==> src/include/pbfs_pkg.sv <==
// Shared constants and types for the port B pin function selector
`default_nettype none

package pbfs_pkg;

  ////////////////////////////////////////////////////////////////////////
  // Register indices on the plain register port
  localparam logic [1:0] IDX_HIGH_SEL = 2'h0;
  localparam logic [1:0] IDX_LOW_SEL  = 2'h1;
  localparam logic [1:0] IDX_DIR      = 2'h2;
  localparam int         ADDR_W       = 2;
  localparam int         DATA_W       = 16;

  ////////////////////////////////////////////////////////////////////////
  // Values after power-on reset
  localparam logic [15:0] HIGH_SEL_RST = 16'h0000;
  localparam logic [15:0] LOW_SEL_RST  = 16'h0000;
  localparam logic [15:0] DIR_RST      = 16'h0000;

  ////////////////////////////////////////////////////////////////////////
  // Field layout
  localparam int PIN9_MODE_LSB = 2;
  localparam int PIN8_MODE_LSB = 0;
  localparam int HIGH_USED_W   = 4;
  localparam int MODE_W        = 2;
  localparam int LOW_PINS      = 8;
  localparam int PORT_PINS     = 10;

  ////////////////////////////////////////////////////////////////////////
  // Mode field codes
  localparam logic [1:0] MD_GPIO = 2'h0;
  localparam logic [1:0] MD_IRQ  = 2'h1;
  localparam logic [1:0] MD_ADDR = 2'h2;
  localparam logic [1:0] MD_ALT  = 2'h3;

  // Effective pin function after mode override
  typedef enum logic [1:0] {
    PBFS_FN_GPIO,
    PBFS_FN_IN_A,
    PBFS_FN_IN_B,
    PBFS_FN_OUT
  } pbfs_fn_t;

  // Per-pin control bundle
  typedef struct packed {
    pbfs_fn_t fn;
    logic     dir;
    logic     gpio_o;
    logic     alt_o;
  } pbfs_pin_ctl_t;

endpackage : pbfs_pkg

`default_nettype wire

==> src/hdl/pbfs_pin_mux.sv <==
// One multiplexed port pin with registered outputs
`timescale 1ns/100ps
`default_nettype none

module pbfs_pin_mux
(
  input  wire logic                   clk,
  input  wire logic                   rst_n,
  input  wire pbfs_pkg::pbfs_pin_ctl_t ctl,
  input  wire logic                   pin_in,
  output logic                        pin_out,
  output logic                        pin_oe,
  output logic                        gpio_in,
  output logic                        fn_a_in,
  output logic                        fn_b_in
);

  ////////////////////////////////////////////////////////////////////////
  // Selection
  wire sel_gpio = (ctl.fn == pbfs_pkg::PBFS_FN_GPIO);
  wire sel_a    = (ctl.fn == pbfs_pkg::PBFS_FN_IN_A);
  wire sel_b    = (ctl.fn == pbfs_pkg::PBFS_FN_IN_B);
  wire sel_out  = (ctl.fn == pbfs_pkg::PBFS_FN_OUT);

  wire oe_d  = sel_out | (sel_gpio & ctl.dir);
  wire out_d = sel_out ? ctl.alt_o : (sel_gpio & ctl.gpio_o);

  ////////////////////////////////////////////////////////////////////////
  // Output flops
  always_ff @(posedge clk or negedge rst_n)
  begin
    if (!rst_n)
    begin
      pin_out <= 1'b0;
      pin_oe  <= 1'b0;
      gpio_in <= 1'b0;
      fn_a_in <= 1'b0;
      fn_b_in <= 1'b0;
    end
    else
    begin
      pin_out <= out_d;
      pin_oe  <= oe_d;
      gpio_in <= sel_gpio & pin_in;
      fn_a_in <= sel_a & pin_in;
      fn_b_in <= sel_b & pin_in;
    end
  end

endmodule : pbfs_pin_mux

`default_nettype wire

==> src/hdl/pbfs_top.sv <==
// Port B function selector: registers, mode override and pin muxes
//
// The implementer's own choices: the address-and-strobe port and the register offsets.
`timescale 1ns/100ps
`default_nettype none

// How it works
// - Two 16-bit read/write select registers cover ten multiplexed pins.
// - High select register steers only pins 9 and 8.
// - Low select register holds two-bit fields; pins 7..4 sit in 15:8.
// - High register bits 15..4 read zero; software writes zero there.
// - Pin 9: GPIO, interrupt, address 21 (GPIO single-chip), trigger.
// - Pin 8: GPIO, interrupt, address 20, wait; 10/11 GPIO single-chip.
// - Power-on reset clears both select registers, all pins GPIO.
// - Other resets and low-power states keep register contents.
// - Operating mode overrides selections of bus and address pins.
// - In GPIO use, direction bit 1 means output, 0 input.
module pbfs_top
(
  input  wire logic        clk,
  input  wire logic        rst_n,
  input  wire logic [1:0]  reg_addr,
  input  wire logic [15:0] reg_wdata,
  input  wire logic        reg_wr,
  input  wire logic        reg_rd,
  output logic      [15:0] reg_rdata,
  input  wire logic        single_chip,
  input  wire logic [9:0]  gpio_out,
  input  wire logic        address_bit_21,
  input  wire logic        address_bit_20,
  input  wire logic [7:0]  low_alt_out,
  input  wire logic [9:0]  pin_in,
  output logic      [9:0]  pin_out,
  output logic      [9:0]  pin_oe,
  output logic      [9:0]  gpio_in,
  output logic             ext_interrupt_seven,
  output logic             ext_interrupt_six,
  output logic             converter_trigger_in,
  output logic             wait_request_in,
  output logic      [7:0]  low_alt_in
);

  ////////////////////////////////////////////////////////////////////////
  // Registers
  logic [3:0]  port_b_high_pin_select_q;
  logic [15:0] port_b_low_pin_select_q;
  logic [9:0]  port_b_direction_q;
  logic [15:0] rdata_d;

  wire wr_high = reg_wr & (reg_addr == pbfs_pkg::IDX_HIGH_SEL);
  wire wr_low  = reg_wr & (reg_addr == pbfs_pkg::IDX_LOW_SEL);
  wire wr_dir  = reg_wr & (reg_addr == pbfs_pkg::IDX_DIR);

  // Cleared only by the power-on reset
  always_ff @(posedge clk or negedge rst_n)
  begin
    if (!rst_n)
    begin
      port_b_high_pin_select_q <=
        pbfs_pkg::HIGH_SEL_RST[pbfs_pkg::HIGH_USED_W-1:0];
      port_b_low_pin_select_q  <= pbfs_pkg::LOW_SEL_RST;
      port_b_direction_q       <= pbfs_pkg::DIR_RST[9:0];
    end
    else
    begin
      // Only the four mode bits are stored
      if (wr_high)
        port_b_high_pin_select_q <=
          reg_wdata[pbfs_pkg::HIGH_USED_W-1:0];
      if (wr_low)
        port_b_low_pin_select_q <= reg_wdata;
      if (wr_dir)
        port_b_direction_q <= reg_wdata[9:0];
    end
  end

  ////////////////////////////////////////////////////////////////////////
  // Read path
  wire rd_high = reg_rd & (reg_addr == pbfs_pkg::IDX_HIGH_SEL);
  wire rd_low  = reg_rd & (reg_addr == pbfs_pkg::IDX_LOW_SEL);
  wire rd_dir  = reg_rd & (reg_addr == pbfs_pkg::IDX_DIR);

  // Upper bits of high register read zero
  assign rdata_d =
    rd_high ? {12'h000, port_b_high_pin_select_q} :
    rd_low  ? port_b_low_pin_select_q :
    rd_dir  ? {6'h00, port_b_direction_q} :
              16'h0000;

  // Read data one cycle after the strobe
  always_ff @(posedge clk or negedge rst_n)
  begin
    if (!rst_n)
      reg_rdata <= 16'h0000;
    else
      reg_rdata <= rdata_d;
  end

  ////////////////////////////////////////////////////////////////////////
  // Mode decode with single-chip override
  function automatic pbfs_pkg::pbfs_fn_t decode_mode
  (
    input logic [1:0] md,
    input logic       sc,
    input logic       has_b,
    input logic       b_reverts
  );
    pbfs_pkg::pbfs_fn_t fn;
    fn = pbfs_pkg::PBFS_FN_GPIO;
    case (md)
      pbfs_pkg::MD_GPIO: fn = pbfs_pkg::PBFS_FN_GPIO;
      pbfs_pkg::MD_IRQ:  fn = pbfs_pkg::PBFS_FN_IN_A;
      pbfs_pkg::MD_ADDR:
        fn = sc ? pbfs_pkg::PBFS_FN_GPIO : pbfs_pkg::PBFS_FN_OUT;
      pbfs_pkg::MD_ALT:
        fn = (has_b && !(sc && b_reverts)) ?
             pbfs_pkg::PBFS_FN_IN_B : pbfs_pkg::PBFS_FN_GPIO;
      default: fn = pbfs_pkg::PBFS_FN_GPIO;
    endcase
    return fn;
  endfunction : decode_mode

  wire [1:0] pin9_mode =
    port_b_high_pin_select_q[pbfs_pkg::PIN9_MODE_LSB +: 2];
  wire [1:0] pin8_mode =
    port_b_high_pin_select_q[pbfs_pkg::PIN8_MODE_LSB +: 2];

  pbfs_pkg::pbfs_fn_t fn_w [9:0];

  // Pin 9 trigger choice stays in single-chip
  assign fn_w[9] = decode_mode(pin9_mode, single_chip, 1'b1, 1'b0);
  // Pin 8 wait choice reverts in single-chip
  assign fn_w[8] = decode_mode(pin8_mode, single_chip, 1'b1, 1'b1);

  // Low pins: address choice forced to GPIO in single-chip; code 3 always GPIO
  genvar g;
  generate
    for (g = 0; g < pbfs_pkg::LOW_PINS; g++)
    begin : g_low_fn
      assign fn_w[g] = decode_mode(
        port_b_low_pin_select_q[g*pbfs_pkg::MODE_W +: 2],
        single_chip, 1'b0, 1'b0);
    end
  endgenerate

  ////////////////////////////////////////////////////////////////////////
  // Pin multiplexers
  wire [9:0] alt_w = {address_bit_21, address_bit_20, low_alt_out};
  wire [9:0] fn_a_w;
  wire [1:0] fn_b_w;

  generate
    for (g = 0; g < pbfs_pkg::PORT_PINS; g++)
    begin : g_pin
      pbfs_pkg::pbfs_pin_ctl_t ctl;
      // Direction bit joins the pin control
      assign ctl = '{fn: fn_w[g], dir: port_b_direction_q[g],
                     gpio_o: gpio_out[g], alt_o: alt_w[g]};
      if (g >= pbfs_pkg::LOW_PINS)
      begin : g_hi
        pbfs_pin_mux u_mux
        (
          .clk     (clk),
          .rst_n   (rst_n),
          .ctl     (ctl),
          .pin_in  (pin_in[g]),
          .pin_out (pin_out[g]),
          .pin_oe  (pin_oe[g]),
          .gpio_in (gpio_in[g]),
          .fn_a_in (fn_a_w[g]),
          .fn_b_in (fn_b_w[g-pbfs_pkg::LOW_PINS])
        );
      end
      else
      begin : g_lo
        pbfs_pin_mux u_mux
        (
          .clk     (clk),
          .rst_n   (rst_n),
          .ctl     (ctl),
          .pin_in  (pin_in[g]),
          .pin_out (pin_out[g]),
          .pin_oe  (pin_oe[g]),
          .gpio_in (gpio_in[g]),
          .fn_a_in (fn_a_w[g]),
          .fn_b_in ()
        );
      end
    end
  endgenerate

  assign ext_interrupt_seven  = fn_a_w[9];
  assign ext_interrupt_six    = fn_a_w[8];
  assign converter_trigger_in = fn_b_w[1];
  assign wait_request_in      = fn_b_w[0];
  assign low_alt_in           = fn_a_w[7:0];

  logic first_q;
  always_ff @(posedge clk or negedge rst_n)
  begin
    if (!rst_n)
      first_q <= 1'b1;
    else
      first_q <= 1'b0;
  end
endmodule : pbfs_top

`default_nettype wire

==> config.mk <==
export PLATFORM = sky130hd
export DESIGN_NAME = pbfs_top
export DESIGN_NICKNAME = d
export VERILOG_FILES = /design/src/include/pbfs_pkg.sv /design/src/hdl/pbfs_pin_mux.sv /design/src/hdl/pbfs_top.sv
export SDC_FILE = /design/constraint.sdc
export NUM_CORES = 1
export LEC_CHECK = 0
export BUFFER_PORTS_ARGS = -buffer_cell sky130_fd_sc_hd__buf_2
export CAP_MARGIN = 20
export CORE_AREA = 2 2 116 118
export DETAILED_ROUTE_END_ITERATION = 6
export DIE_AREA = 0 0 118 120
export GPL_ROUTABILITY_DRIVEN = 0
export GPL_TIMING_DRIVEN = 1
export MAX_ROUTING_LAYER = met4
export PLACE_DENSITY = 0.49
export SLEW_MARGIN = 20
export SYNTH_ARGS = -nofsm -noshare
export SYNTH_HDL_FRONTEND = slang
export SYNTH_HIERARCHICAL = 1
export SYNTH_SLANG_ARGS = --single-unit
==> constraint.sdc <==
create_clock -name clk -period 1.9 [get_ports clk]
set_clock_uncertainty 0.1 [all_clocks]
set_input_delay 0.19 -clock clk [delete_from_list [all_inputs] [get_ports clk]]
set_output_delay 0.19 -clock clk [all_outputs]
set_load 0.02 [all_outputs]
Word level (Yosys, flattened, before mapping)
Index checks and enable logic that the tools add are counted.
{"block": "classes", "mux": 25, "shift": 0, "mul": 0, "eq_ne": 54, "add_sub_neg": 0, "n_reduce_logical": 29, "div_mod_pow": 0, "magnitude_cmp": 0, "bitwise": 58}
{"operator": "$eq A2 B2 Y1 const B", "count": 33}
{"operator": "$and A1 B1 Y1", "count": 48}
{"operator": "$pmux W2 S3", "count": 8}
{"operator": "$eq A2 B1 Y1 const B", "count": 21}
{"operator": "$logic_not A2 Y1", "count": 21}
{"operator": "$mux W16", "count": 2}
{"operator": "$pmux W2 S4", "count": 2}
{"operator": "$reduce_or A2 Y1", "count": 8}
{"operator": "$mux W1", "count": 10}
{"operator": "$mux W10", "count": 1}
{"operator": "$or A1 B1 Y1", "count": 10}
{"operator": "$mux W2", "count": 2}
{"block": "word_totals", "latch_bits": 0, "output_inout_bits": 58, "romBits": 0, "memories": 0, "ff_bits": 88, "word_cells": 212, "ram_bits": 0}

Logic depth before layout (Yosys ltp)
Gate-level depths: netlist (run 1).
{"block": "depth", "ltp_word": 6, "depth_mapped": 5, "ltp_nobuf": 5}

By module
The synthesis (run 1) kept the hierarchy.
{"mod": "pbfs_top", "n_inst": 1, "cells_each": 164, "seq_area_each_um2": 1151.1, "area_per_inst_um2": 2154.6}
{"mod": "pbfs_pin_mux", "n_inst": 10, "cells_each": 12, "seq_area_each_um2": 125.1, "area_per_inst_um2": 176.4}

Least setup slack after synthesis (run 1)
OpenSTA, ideal clock, no wires.
{"block": "synth_timing", "path_type": "input -> register", "startpoint": "in single_chip", "endpoint": "reg g_pin[9].g_hi.u_mux.pin_out", "slack_ns": 0.416, "path_buffers": 2, "required_ns": 1.679, "stages": 5, "t_arrival_ns": 1.264, "cell_sequence": "clkbuf_1 -> clkbuf_1 -> a21boi_0 -> and2_1 -> a22o_1"}
{"element": "start: declaration", "line_no": "pbfs_top.sv:27", "source": "input wire logic single_chip,"}
{"element": "end signal: assignment", "line_no": "pbfs_pin_mux.sv:42", "source": "pin_out <= out_d;"}
{"element": "end: declaration", "line_no": "pbfs_pin_mux.sv:11", "source": "output logic pin_out,"}

==> results.sh, run 1 <==
export IMPL_hp_class="in -> reg"
export IMPL_diodes=0
export IMPL_grt_pass1_wl_um=13700
export IMPL_num_nets_final=482
export IMPL_htreeDepth=3
export IMPL_finalCriticalPeriod_ns=1.64
export IMPL_power_density_nw_per_um2=1110
export IMPL_startpoint="port_b_low_pin_select_q[8]$_DFFE_PN0P_"
export IMPL_fin_ws_ns=0.257
export IMPL_clk_pin_slew_ns=0.06
export IMPL_wl_per_cell_um=14.4
export IMPL_core_area_um2=13000
export IMPL_final_setup_viol_count=0
export IMPL_slew_violations=0
export IMPL_synth_warnings=6
export IMPL_hold_end="port_b_high_pin_select_q[2]$_DFFE_PN0P_"
export IMPL_numClockSinks=88
export IMPL_rows=42
export IMPL_crit_type="reg -> reg"
export IMPL_post_dp_hpwl_um=6240
export IMPL_hold_ws_ns=0.00917
export IMPL_syn_mean_instance_area_um2=13.6
export IMPL_relSlewSlack_pct=65.7
export IMPL_hold_buffers=35
export IMPL_finalPower_mw=5.63
export IMPL_area_delta_synth_final_pct=39.5
export IMPL_hp_start="reg_wdata[2]"
export IMPL_via_per_inst=4.26
export IMPL_worst_slew_pin_transition_ns=0.510
export IMPL_max_cap_violations=0
export IMPL_port_buffers=110
export IMPL_post_route_period_util_pct=86.5
export IMPL_run_status="complete, no violations"
export IMPL_vias=2566
export IMPL_post_cts_resized=0
export IMPL_n_fill_cell=1282
export IMPL_io_pins=111
export IMPL_dieArea_um2=14200
export IMPL_grt_pass1_vias=2631
export IMPL_grt_setup_unrepaired="false"
export IMPL_crit_arrival_ns=1.77
export IMPL_final_layout_size_suffix_gt1_share_pct=37.8
export IMPL_wirelength_um=8670
export IMPL_clk_path_buf_depth=2
export IMPL_antenna_found_initial=0
export IMPL_r2r_end="g_pin[4].g_lo.u_mux/pin_out$_DFF_PN0_"
export IMPL_cts_root_buffer="clkbuf_16"
export IMPL_min_path_cells=3
export IMPL_numCtsBuffers=9
export IMPL_grt_ovfl_total=0
export IMPL_reg2regPathDepth=5
export IMPL_required_ns=2.02
export IMPL_die_w_um=118
export IMPL_end_kind="register"
export IMPL_r2r_start="port_b_low_pin_select_q[8]$_DFFE_PN0P_"
export IMPL_synth_cells=268
export IMPL_final_antenna_net_count=0
export IMPL_drc=0
export IMPL_synth_fp_nets=329
export IMPL_drt_iter0_markers=63
export IMPL_cts_tree="done"
export IMPL_clk_latency_ns=0.33
export IMPL_place_ws_ns=0.273
export IMPL_fmax_mhz=609
export IMPL_die_h_um=120
export IMPL_r2r_slack_ns=0.26
export IMPL_crit_path_start_kind="register"
export IMPL_grt_util_all_layers_pct=13.1
export IMPL_setup_tns_final_ns=0
export IMPL_drt_pass1_iterations=4
export IMPL_syn_cell_area_um2=3650
export IMPL_start_util_pct=28.1
export IMPL_vdd_drop_max_mv=0.534
export IMPL_grt_max_degree=34
export IMPL_cts_setup_buffers=0
export IMPL_leakage_nw=2.67
export IMPL_critPathMaxFanout=4
export IMPL_fin_util_pct=39.2
export IMPL_finalHoldViolations=0
==> routing by layer <==
layer,up-vias,wire length (um),track usage (%)
li1,1244,-,-
met1,1258,4070,17.0
met2,55,4180,20.1
met3,9,298,3.28
met4,0,119,4.29
met5,-,0,-
==> how the worst max path moves through the flow <==
| stage | end | slack, ns | depth (start not counted) |
|---|---|---|---|
| global placement | g_pin[4].g_lo.u_mux/pin_out$_DFF_PN0_ | 0.26 | 5 |
| detailed placement | g_pin[4].g_lo.u_mux/pin_out$_DFF_PN0_ | 0.27 | 5 |
| finish | g_pin[4].g_lo.u_mux/pin_out$_DFF_PN0_ | 0.26 | 5 |
| CTS | g_pin[4].g_lo.u_mux/pin_out$_DFF_PN0_ | 0.27 | 5 |
| global route | g_pin[4].g_lo.u_mux/pin_out$_DFF_PN0_ | 0.18 | 5 |
| floorplan | g_pin[9].g_hi.u_mux/pin_out$_DFF_PN0_ | 0.42 | 5 |
==> registers in the layout (all words and copies together), names as in the netlist, 4 cells and up <==
name / cells
port_b_low_pin_select_q: 16
port_b_high_pin_select_q: 4
g_pin.g_lo.u_mux/pin_out: 8
g_pin.g_lo.u_mux/pin_oe: 8
g_pin.g_lo.u_mux/fn_a_in: 8
port_b_direction_q: 10
g_pin.g_lo.u_mux/gpio_in: 8
reg_rdata: 16
==> area by class of cell <==
class	count	area [um2]	share of cell area (%)
multi-input cells	162	1360	26.8
clock buffers	14	264	5.19
repair buffers	150	966	19.0
inverters	10	37.5	0.737
flip-flops and latches	88	2200	43.3
well taps	176	220	4.33
clock inverters	2	37.5	0.737
==> report_power, final <==
group | switching [mW] | internal (mW) | leakage (nW)
registers | 0.163 | 2.22 | 1.12
clock network | 0.704 | 1.09 | 0.143
logic | 0.795 | 0.651 | 1.41
==> metrics by stage <==
step | instance area, um2 | std cells
after floorplan | 3650 | 268
after global placement | 4440 | 551
after detailed placement | 4440 | 551
after CTS | 5090 | 602
after global routing | 5090 | 602
final | 5090 | 602
==> critical path, cell delays in order (launching register included) <==
cell,delay (ns)
dfrtp_1,0.40
inv_1,0.06
ha_1,0.21
mux2i_1,0.42
nor2_1,0.11
a22o_1,0.24
==> layout by cell type, fill, tap and decap left out, types with 3 or more instances in the layout <==
| master | instances |
|---|---|
| buf_2 | 109 |
| dfrtp_1 | 88 |
| dlygate4sd3_1 | 35 |
| mux2_2 | 19 |
| nor2b_1 | 15 |
| and2_1 | 14 |
| mux2i_1 | 12 |
| and3b_1 | 12 |
| nor2_1 | 11 |
| inv_1 | 10 |
| mux2_4 | 10 |
| a21o_1 | 10 |
| a22o_1 | 10 |
| nor3b_1 | 10 |
| clkbuf_16 | 9 |
| ha_1 | 8 |
| o21ai_0 | 7 |
| and3_1 | 6 |
| a22oi_1 | 6 |
| nand3b_1 | 5 |
| buf_4 | 4 |
| clkbuf_1 | 3 |
No activity file was read; power rests on OpenSTA's default activity.
==> run 2: changes to the inputs <==
REMOVE_ABC_BUFFERS = 1   (was unset)
==> run 2 against run 1 <==
  * Setup slack better by 0.089 ns
  * Combinational power hardly changed
  * Global-route usage is 0.10 points higher
  * Sequential power barely moved
  * First-iteration DRC count is 63% higher
  * Design area shrank 1.2%
  * Critical path depth stayed put
  * Register-to-register slack better by 0.09 ns
  * Clock power is 9% lower
  * Maximum frequency is 5.7% higher
  * Cell count fell by 0.50%
  * Highest routed layer unchanged
==> results.sh, run 2 (synthesis gave the netlist of run 1 again) <==
export IMPL_run_status="complete, no violations"
export IMPL_n_fill_cell=1289
export IMPL_finalNonFillerCells=599
export IMPL_grtUsageMet1_pct=16.3
export IMPL_drc=0
export IMPL_max_cap_violations=0
export IMPL_start_util_pct=28.1
export IMPL_clk_pin_slew_ns=0.06
export IMPL_final_antenna_net_count=0
export IMPL_path_delay_family="flip-flops"
export IMPL_critPathMaxStageDelay_ns=0.39
export IMPL_post_cts_resized=0
export IMPL_grt_pass1_vias=2703
export IMPL_fmax_mhz=643
export IMPL_placed_cells=551
export IMPL_clk_path_buf_depth=2
export IMPL_hold_buffers=33
export IMPL_core_area_um2=13000
export IMPL_grtUsageMet3_pct=2.90
export IMPL_leakage_nw=2.64
export IMPL_top_regs="port_b_low_pin_select_q: 16 flops, reg_rdata: 16 flops, port_b_direction_q: 10 flops"
export IMPL_cts_tree="done"
export IMPL_grt_ovfl_total=0
export IMPL_finalHoldViolations=0
export IMPL_crit_path_start_kind="register"
export IMPL_io_pins=111
export IMPL_regArea_um2=2200
export IMPL_final_setup_viol_count=0
export IMPL_crit_arrival_ns=1.68
export IMPL_numCtsBuffers=9
export IMPL_crit_chain="inv_1 -> ha_1 -> mux2i_1 -> nor2_1 -> a22o_1"
export IMPL_grt_max_degree=37
export IMPL_final_layout_size_suffix_gt1_share_pct=38.1
export IMPL_r2r_slack_ns=0.35
export IMPL_diodes=0
export IMPL_finalCriticalPeriod_ns=1.55
export IMPL_cpMaxStageDelayCell="dfrtp_1"
export IMPL_cts_root_buffer="clkbuf_16"
export IMPL_place_ws_ns=0.344
export IMPL_fin_ws_ns=0.346
export IMPL_clk_latency_ns=0.34
export IMPL_drt_pass1_iterations=4
export IMPL_worst_slew_pin_transition_ns=0.479
export IMPL_wirelength_um=8420
export IMPL_crit_type="reg -> reg"
export IMPL_final_common_cell="buf_2"
export IMPL_required_ns=2.03
export IMPL_vdd_drop_max_mv=0.381
export IMPL_rows=42
export IMPL_crit_buf_inv=1
export IMPL_num_nets_final=480
export IMPL_grt_setup_unrepaired="false"
export IMPL_post_dp_hpwl_um=6090
export IMPL_via_per_inst=4.25
export IMPL_end_kind="register"
export IMPL_fin_util_pct=38.8
export IMPL_grt_pass1_wl_um=13900
export IMPL_hp_class="in -> reg"
export IMPL_grtUsageMet2_pct=20.6
export IMPL_mostFrequentLayoutCells="buf_2 (109), dfrtp_1 (88), dlygate4sd3_1 (33), mux2_2 (19), nor2b_1 (15)"
export IMPL_vias=2543
export IMPL_drt_iter0_markers=103
export IMPL_finalPower_mw=5.46
export IMPL_post_route_period_util_pct=81.8
export IMPL_wl_per_cell_um=14.1
export IMPL_antenna_found_initial=0
export IMPL_die_h_um=120
export IMPL_port_buffers=110
export IMPL_area_delta_synth_final_pct=37.9
export IMPL_die_w_um=118
export IMPL_grt_util_all_layers_pct=13.2
export IMPL_setup_tns_final_ns=0
export IMPL_numClockSinks=88
export IMPL_htreeDepth=3
export IMPL_critPathMaxFanout=4
export IMPL_busiest_layer="met2"
export IMPL_dieArea_um2=14200
export IMPL_cts_setup_buffers=0
export IMPL_power_density_nw_per_um2=1090
export IMPL_multi_input_area_um2=1360
export IMPL_relSlewSlack_pct=68.0
export IMPL_slew_violations=0
run 2: changes by cell type in the layout (fill, tap and decap cells not counted):
cell           previous run  this run
buf_12                    2         1
buf_4                     4         5
bufinv_16                 1         0
clkbuf_1                  3         2
clkinvlp_4                1         2
dlygate4sd3_1            35        33
run 2: power breakdown:
part | internal [mW] | switching [mW] | total (mW) | leakage (nW)
Sequential | 2.22 | 0.158 | 2.38 | 1.12
Clock | 0.951 | 0.693 | 1.64 | 0.128
Combinational | 0.645 | 0.793 | 1.44 | 1.39
run 2: layout make-up:
| cell class | instances | area share, % |
|---|---|---|
| inverter | 10 | 0.746 |
| sequential | 88 | 43.8 |
| tap | 176 | 4.38 |
| multi-input combinational | 162 | 27.1 |
| clock inverter | 2 | 0.298 |
| clock buffer | 13 | 5.17 |
| timing repair buffer | 148 | 18.5 |
run 2: per-layer routing:
metal  wire length, um  part of all wire (%)
met4               193                   2.3
met3               346                   4.1
met2              4070                    48
met5                 0                     0
met1              3820                    45
run 2: worst paths after layout:
check | from | to | cells past startpoint
setup / recovery | port_b_low_pin_select_q[8]$_DFFE_PN0P_ | g_pin[4].g_lo.u_mux/pin_out$_DFF_PN0_ | 5
hold reg to reg | port_b_direction_q[0]$_DFFE_PN0P_ | g_pin[0].g_lo.u_mux/pin_oe$_DFF_PN0_ | 1
max in group asynchronous | rst_n | reg_rdata[9]$_DFF_PN0_ | 3
hold / removal | reg_wdata[6] | port_b_direction_q[6]$_DFFE_PN0P_ | 2
setup reg to reg | port_b_low_pin_select_q[8]$_DFFE_PN0P_ | g_pin[4].g_lo.u_mux/pin_out$_DFF_PN0_ | 5
min in group asynchronous | rst_n | g_pin[8].g_hi.u_mux/gpio_in$_DFF_PN0_ | 2
run 2: metrics by stage:
| stage | cell area, um2 | hold WS, ns |
|---|---|---|
| floorplan | 3600 | -0.206 |
| global placement | 4430 | 0.0922 |
| detailed placement | 4430 | 0.0913 |
| CTS | 5030 | 0.000151 |
| global route | 5030 | 0.00694 |
| finish | 5030 | 0.0142 |
==> run 3: changes to the inputs <==
PLACE_DENSITY = 0.51   (was 0.49)
clock period = 1.4 ns   (was 1.9 ns; I/O delays follow)
==> run 3 against run 2 <==
  * Count of clock-buffer cells in the layout is 3 lower
  * Die area did not move
  * Routed wire length grew 7.2%
  * Maximum frequency rose by 13%
  * Sequential share of layout area down 5.1 points
  * Non-clock buffer count up 51
  * Register-to-register slack worse by 0.33 ns
  * Critical path type unchanged
==> results.sh, run 3 (synthesis gave the netlist of run 1 again) <==
export IMPL_start_util_pct=28.1
export IMPL_fin_util_pct=44.0
export IMPL_grt_max_degree=38
export IMPL_run_status="complete, no violations"
export IMPL_diodes=0
export IMPL_cpMaxStageDelayCell="dfrtp_1"
export IMPL_grt_pass1_vias=2893
export IMPL_htreeDepth=3
export IMPL_final_layout_size_suffix_gt1_share_pct=51.6
export IMPL_vdd_drop_max_mv=0.504
export IMPL_drt_iter0_markers=81
export IMPL_antenna_found_initial=0
export IMPL_cts_tree="done"
export IMPL_numCtsBuffers=9
export IMPL_hp_class="in -> reg"
export IMPL_power_density_nw_per_um2=1460
export IMPL_clk_latency_ns=0.34
export IMPL_grt_util_all_layers_pct=13.8
export IMPL_drt_pass1_iterations=4
export IMPL_leakage_nw=2.92
export IMPL_post_route_period_util_pct=98.6
export IMPL_num_nets_final=531
export IMPL_crit_type="reg -> reg"
export IMPL_critPathMaxStageDelay_ns=0.38
export IMPL_required_ns=1.54
export IMPL_relSlewSlack_pct=75.9
export IMPL_die_w_um=118
export IMPL_fmax_mhz=725
export IMPL_port_buffers=110
export IMPL_mostFrequentLayoutCells="buf_2 (109), dfrtp_1 (87), dlygate4sd3_1 (47), buf_4 (40), mux2_2 (18)"
export IMPL_area_delta_synth_final_pct=56.4
export IMPL_grt_setup_unrepaired="true"
export IMPL_critPathMaxFanout=3
export IMPL_io_pins=111
export IMPL_numClockSinks=88
export IMPL_dieArea_um2=14200
export IMPL_final_antenna_net_count=0
export IMPL_r2r_slack_ns=0.02
export IMPL_crit_path_start_kind="register"
export IMPL_wirelength_um=9030
export IMPL_top_regs="port_b_low_pin_select_q: 16 flops, reg_rdata: 16 flops, port_b_direction_q: 10 flops"
export IMPL_grt_ovfl_total=0
export IMPL_crit_buf_inv=1
export IMPL_rows=42
export IMPL_path_delay_family="flip-flops"
export IMPL_post_dp_hpwl_um=6200
export IMPL_placed_cells=578
export IMPL_via_per_inst=4.22
export IMPL_finalCriticalPeriod_ns=1.38
export IMPL_setup_tns_final_ns=0
export IMPL_finalPower_mw=8.34
export IMPL_core_area_um2=13000
export IMPL_die_h_um=120
export IMPL_cts_root_buffer="clkbuf_16"
export IMPL_drc=0
export IMPL_grt_pass1_wl_um=14500
export IMPL_clk_pin_slew_ns=0.06
export IMPL_slew_violations=0
export IMPL_final_common_cell="buf_2"
export IMPL_crit_arrival_ns=1.52
export IMPL_vias=2747
export IMPL_max_cap_violations=0
export IMPL_finalNonFillerCells=651
export IMPL_wl_per_cell_um=13.9
export IMPL_n_fill_cell=1244
export IMPL_finalHoldViolations=0
export IMPL_clk_path_buf_depth=2
export IMPL_crit_chain="inv_1 -> ha_2 -> mux2i_4 -> nor2_2 -> a22o_1"
export IMPL_worst_slew_pin_transition_ns=0.361
export IMPL_end_kind="register"
export IMPL_final_setup_viol_count=0
==> run 3: cell count changes in the layout (fill, tap and decap cells not counted), sizes merged <==
cell,previous run,this run
bufinv,0,1
clkbuf,13,10
dlygate4sd3,33,47
buf,115,152
clkinv,0,3
==> run 3: layout make-up <==
type / instances / area (um2) / share of cell area, %
Clock inverter: 6 / 60.1 / 1.05
Sequential cell: 88 / 2200 / 38.6
Timing Repair Buffer: 199 / 1370 / 24.0
Clock buffer: 10 / 229 / 4.01
Inverter: 10 / 37.5 / 0.658
Multi-Input combinational cell: 162 / 1590 / 27.8
Tap cell: 176 / 220 / 3.86
==> run 3: per-layer routing <==
metal	up-vias	wire length (um)	global-route usage [%]
met5	-	0	-
met4	0	228	7.30
met3	17	368	2.90
met2	69	4300	21.2
met1	1317	4130	17.1
li1	1344	-	-
==> run 3: worst paths after layout <==
path / from / to / depth (start not counted)
max: port_b_low_pin_select_q[6]$_DFFE_PN0P_ / g_pin[3].g_lo.u_mux/pin_out$_DFF_PN0_ / 5
min: reg_rd / reg_rdata[9]$_DFF_PN0_ / 2
max in group asynchronous: rst_n / port_b_high_pin_select_q[3]$_DFFE_PN0P_ / 3
min in group asynchronous: rst_n / g_pin[6].g_lo.u_mux/fn_a_in$_DFF_PN0_ / 2
max reg2reg: port_b_low_pin_select_q[6]$_DFFE_PN0P_ / g_pin[3].g_lo.u_mux/pin_out$_DFF_PN0_ / 5
min reg2reg: port_b_direction_q[1]$_DFFE_PN0P_ / g_pin[1].g_lo.u_mux/pin_oe$_DFF_PN0_ / 1
==> run 3: timing repair <==
item | CTS | global route
hold buffers | 47 | 0
gates resized for setup | 15 | 46
setup endpoints to repair | 13 | 29
buffers inserted | 6 | 4
pin swaps | 15 | 12
endpoints found under the hold margin | 150 | 0
==> run 3: through the flow <==
stage / hold slack (ns) / area [um2] / worst slack [ns]
6_report: 0.118 / 5710 / 0.0201
5_1_grt: 0.135 / 5710 / -0.0493
4_1_cts: 0.111 / 5510 / -0.0165
3_5_place_dp: -0.0149 / 4640 / -0.0833
3_3_place_gp: -0.0176 / 4640 / -0.102
2_1_floorplan: -0.256 / 3600 / 0.0385
==> run 3: where the power goes <==
group          leakage (nW)  switching, mW  total [mW]  internal, mW
logic                  1.66           1.30        2.73          1.43
registers              1.12          0.206        3.22          3.02
clock network         0.138           1.01        2.39          1.37
total                  2.92           2.52        8.34          5.83
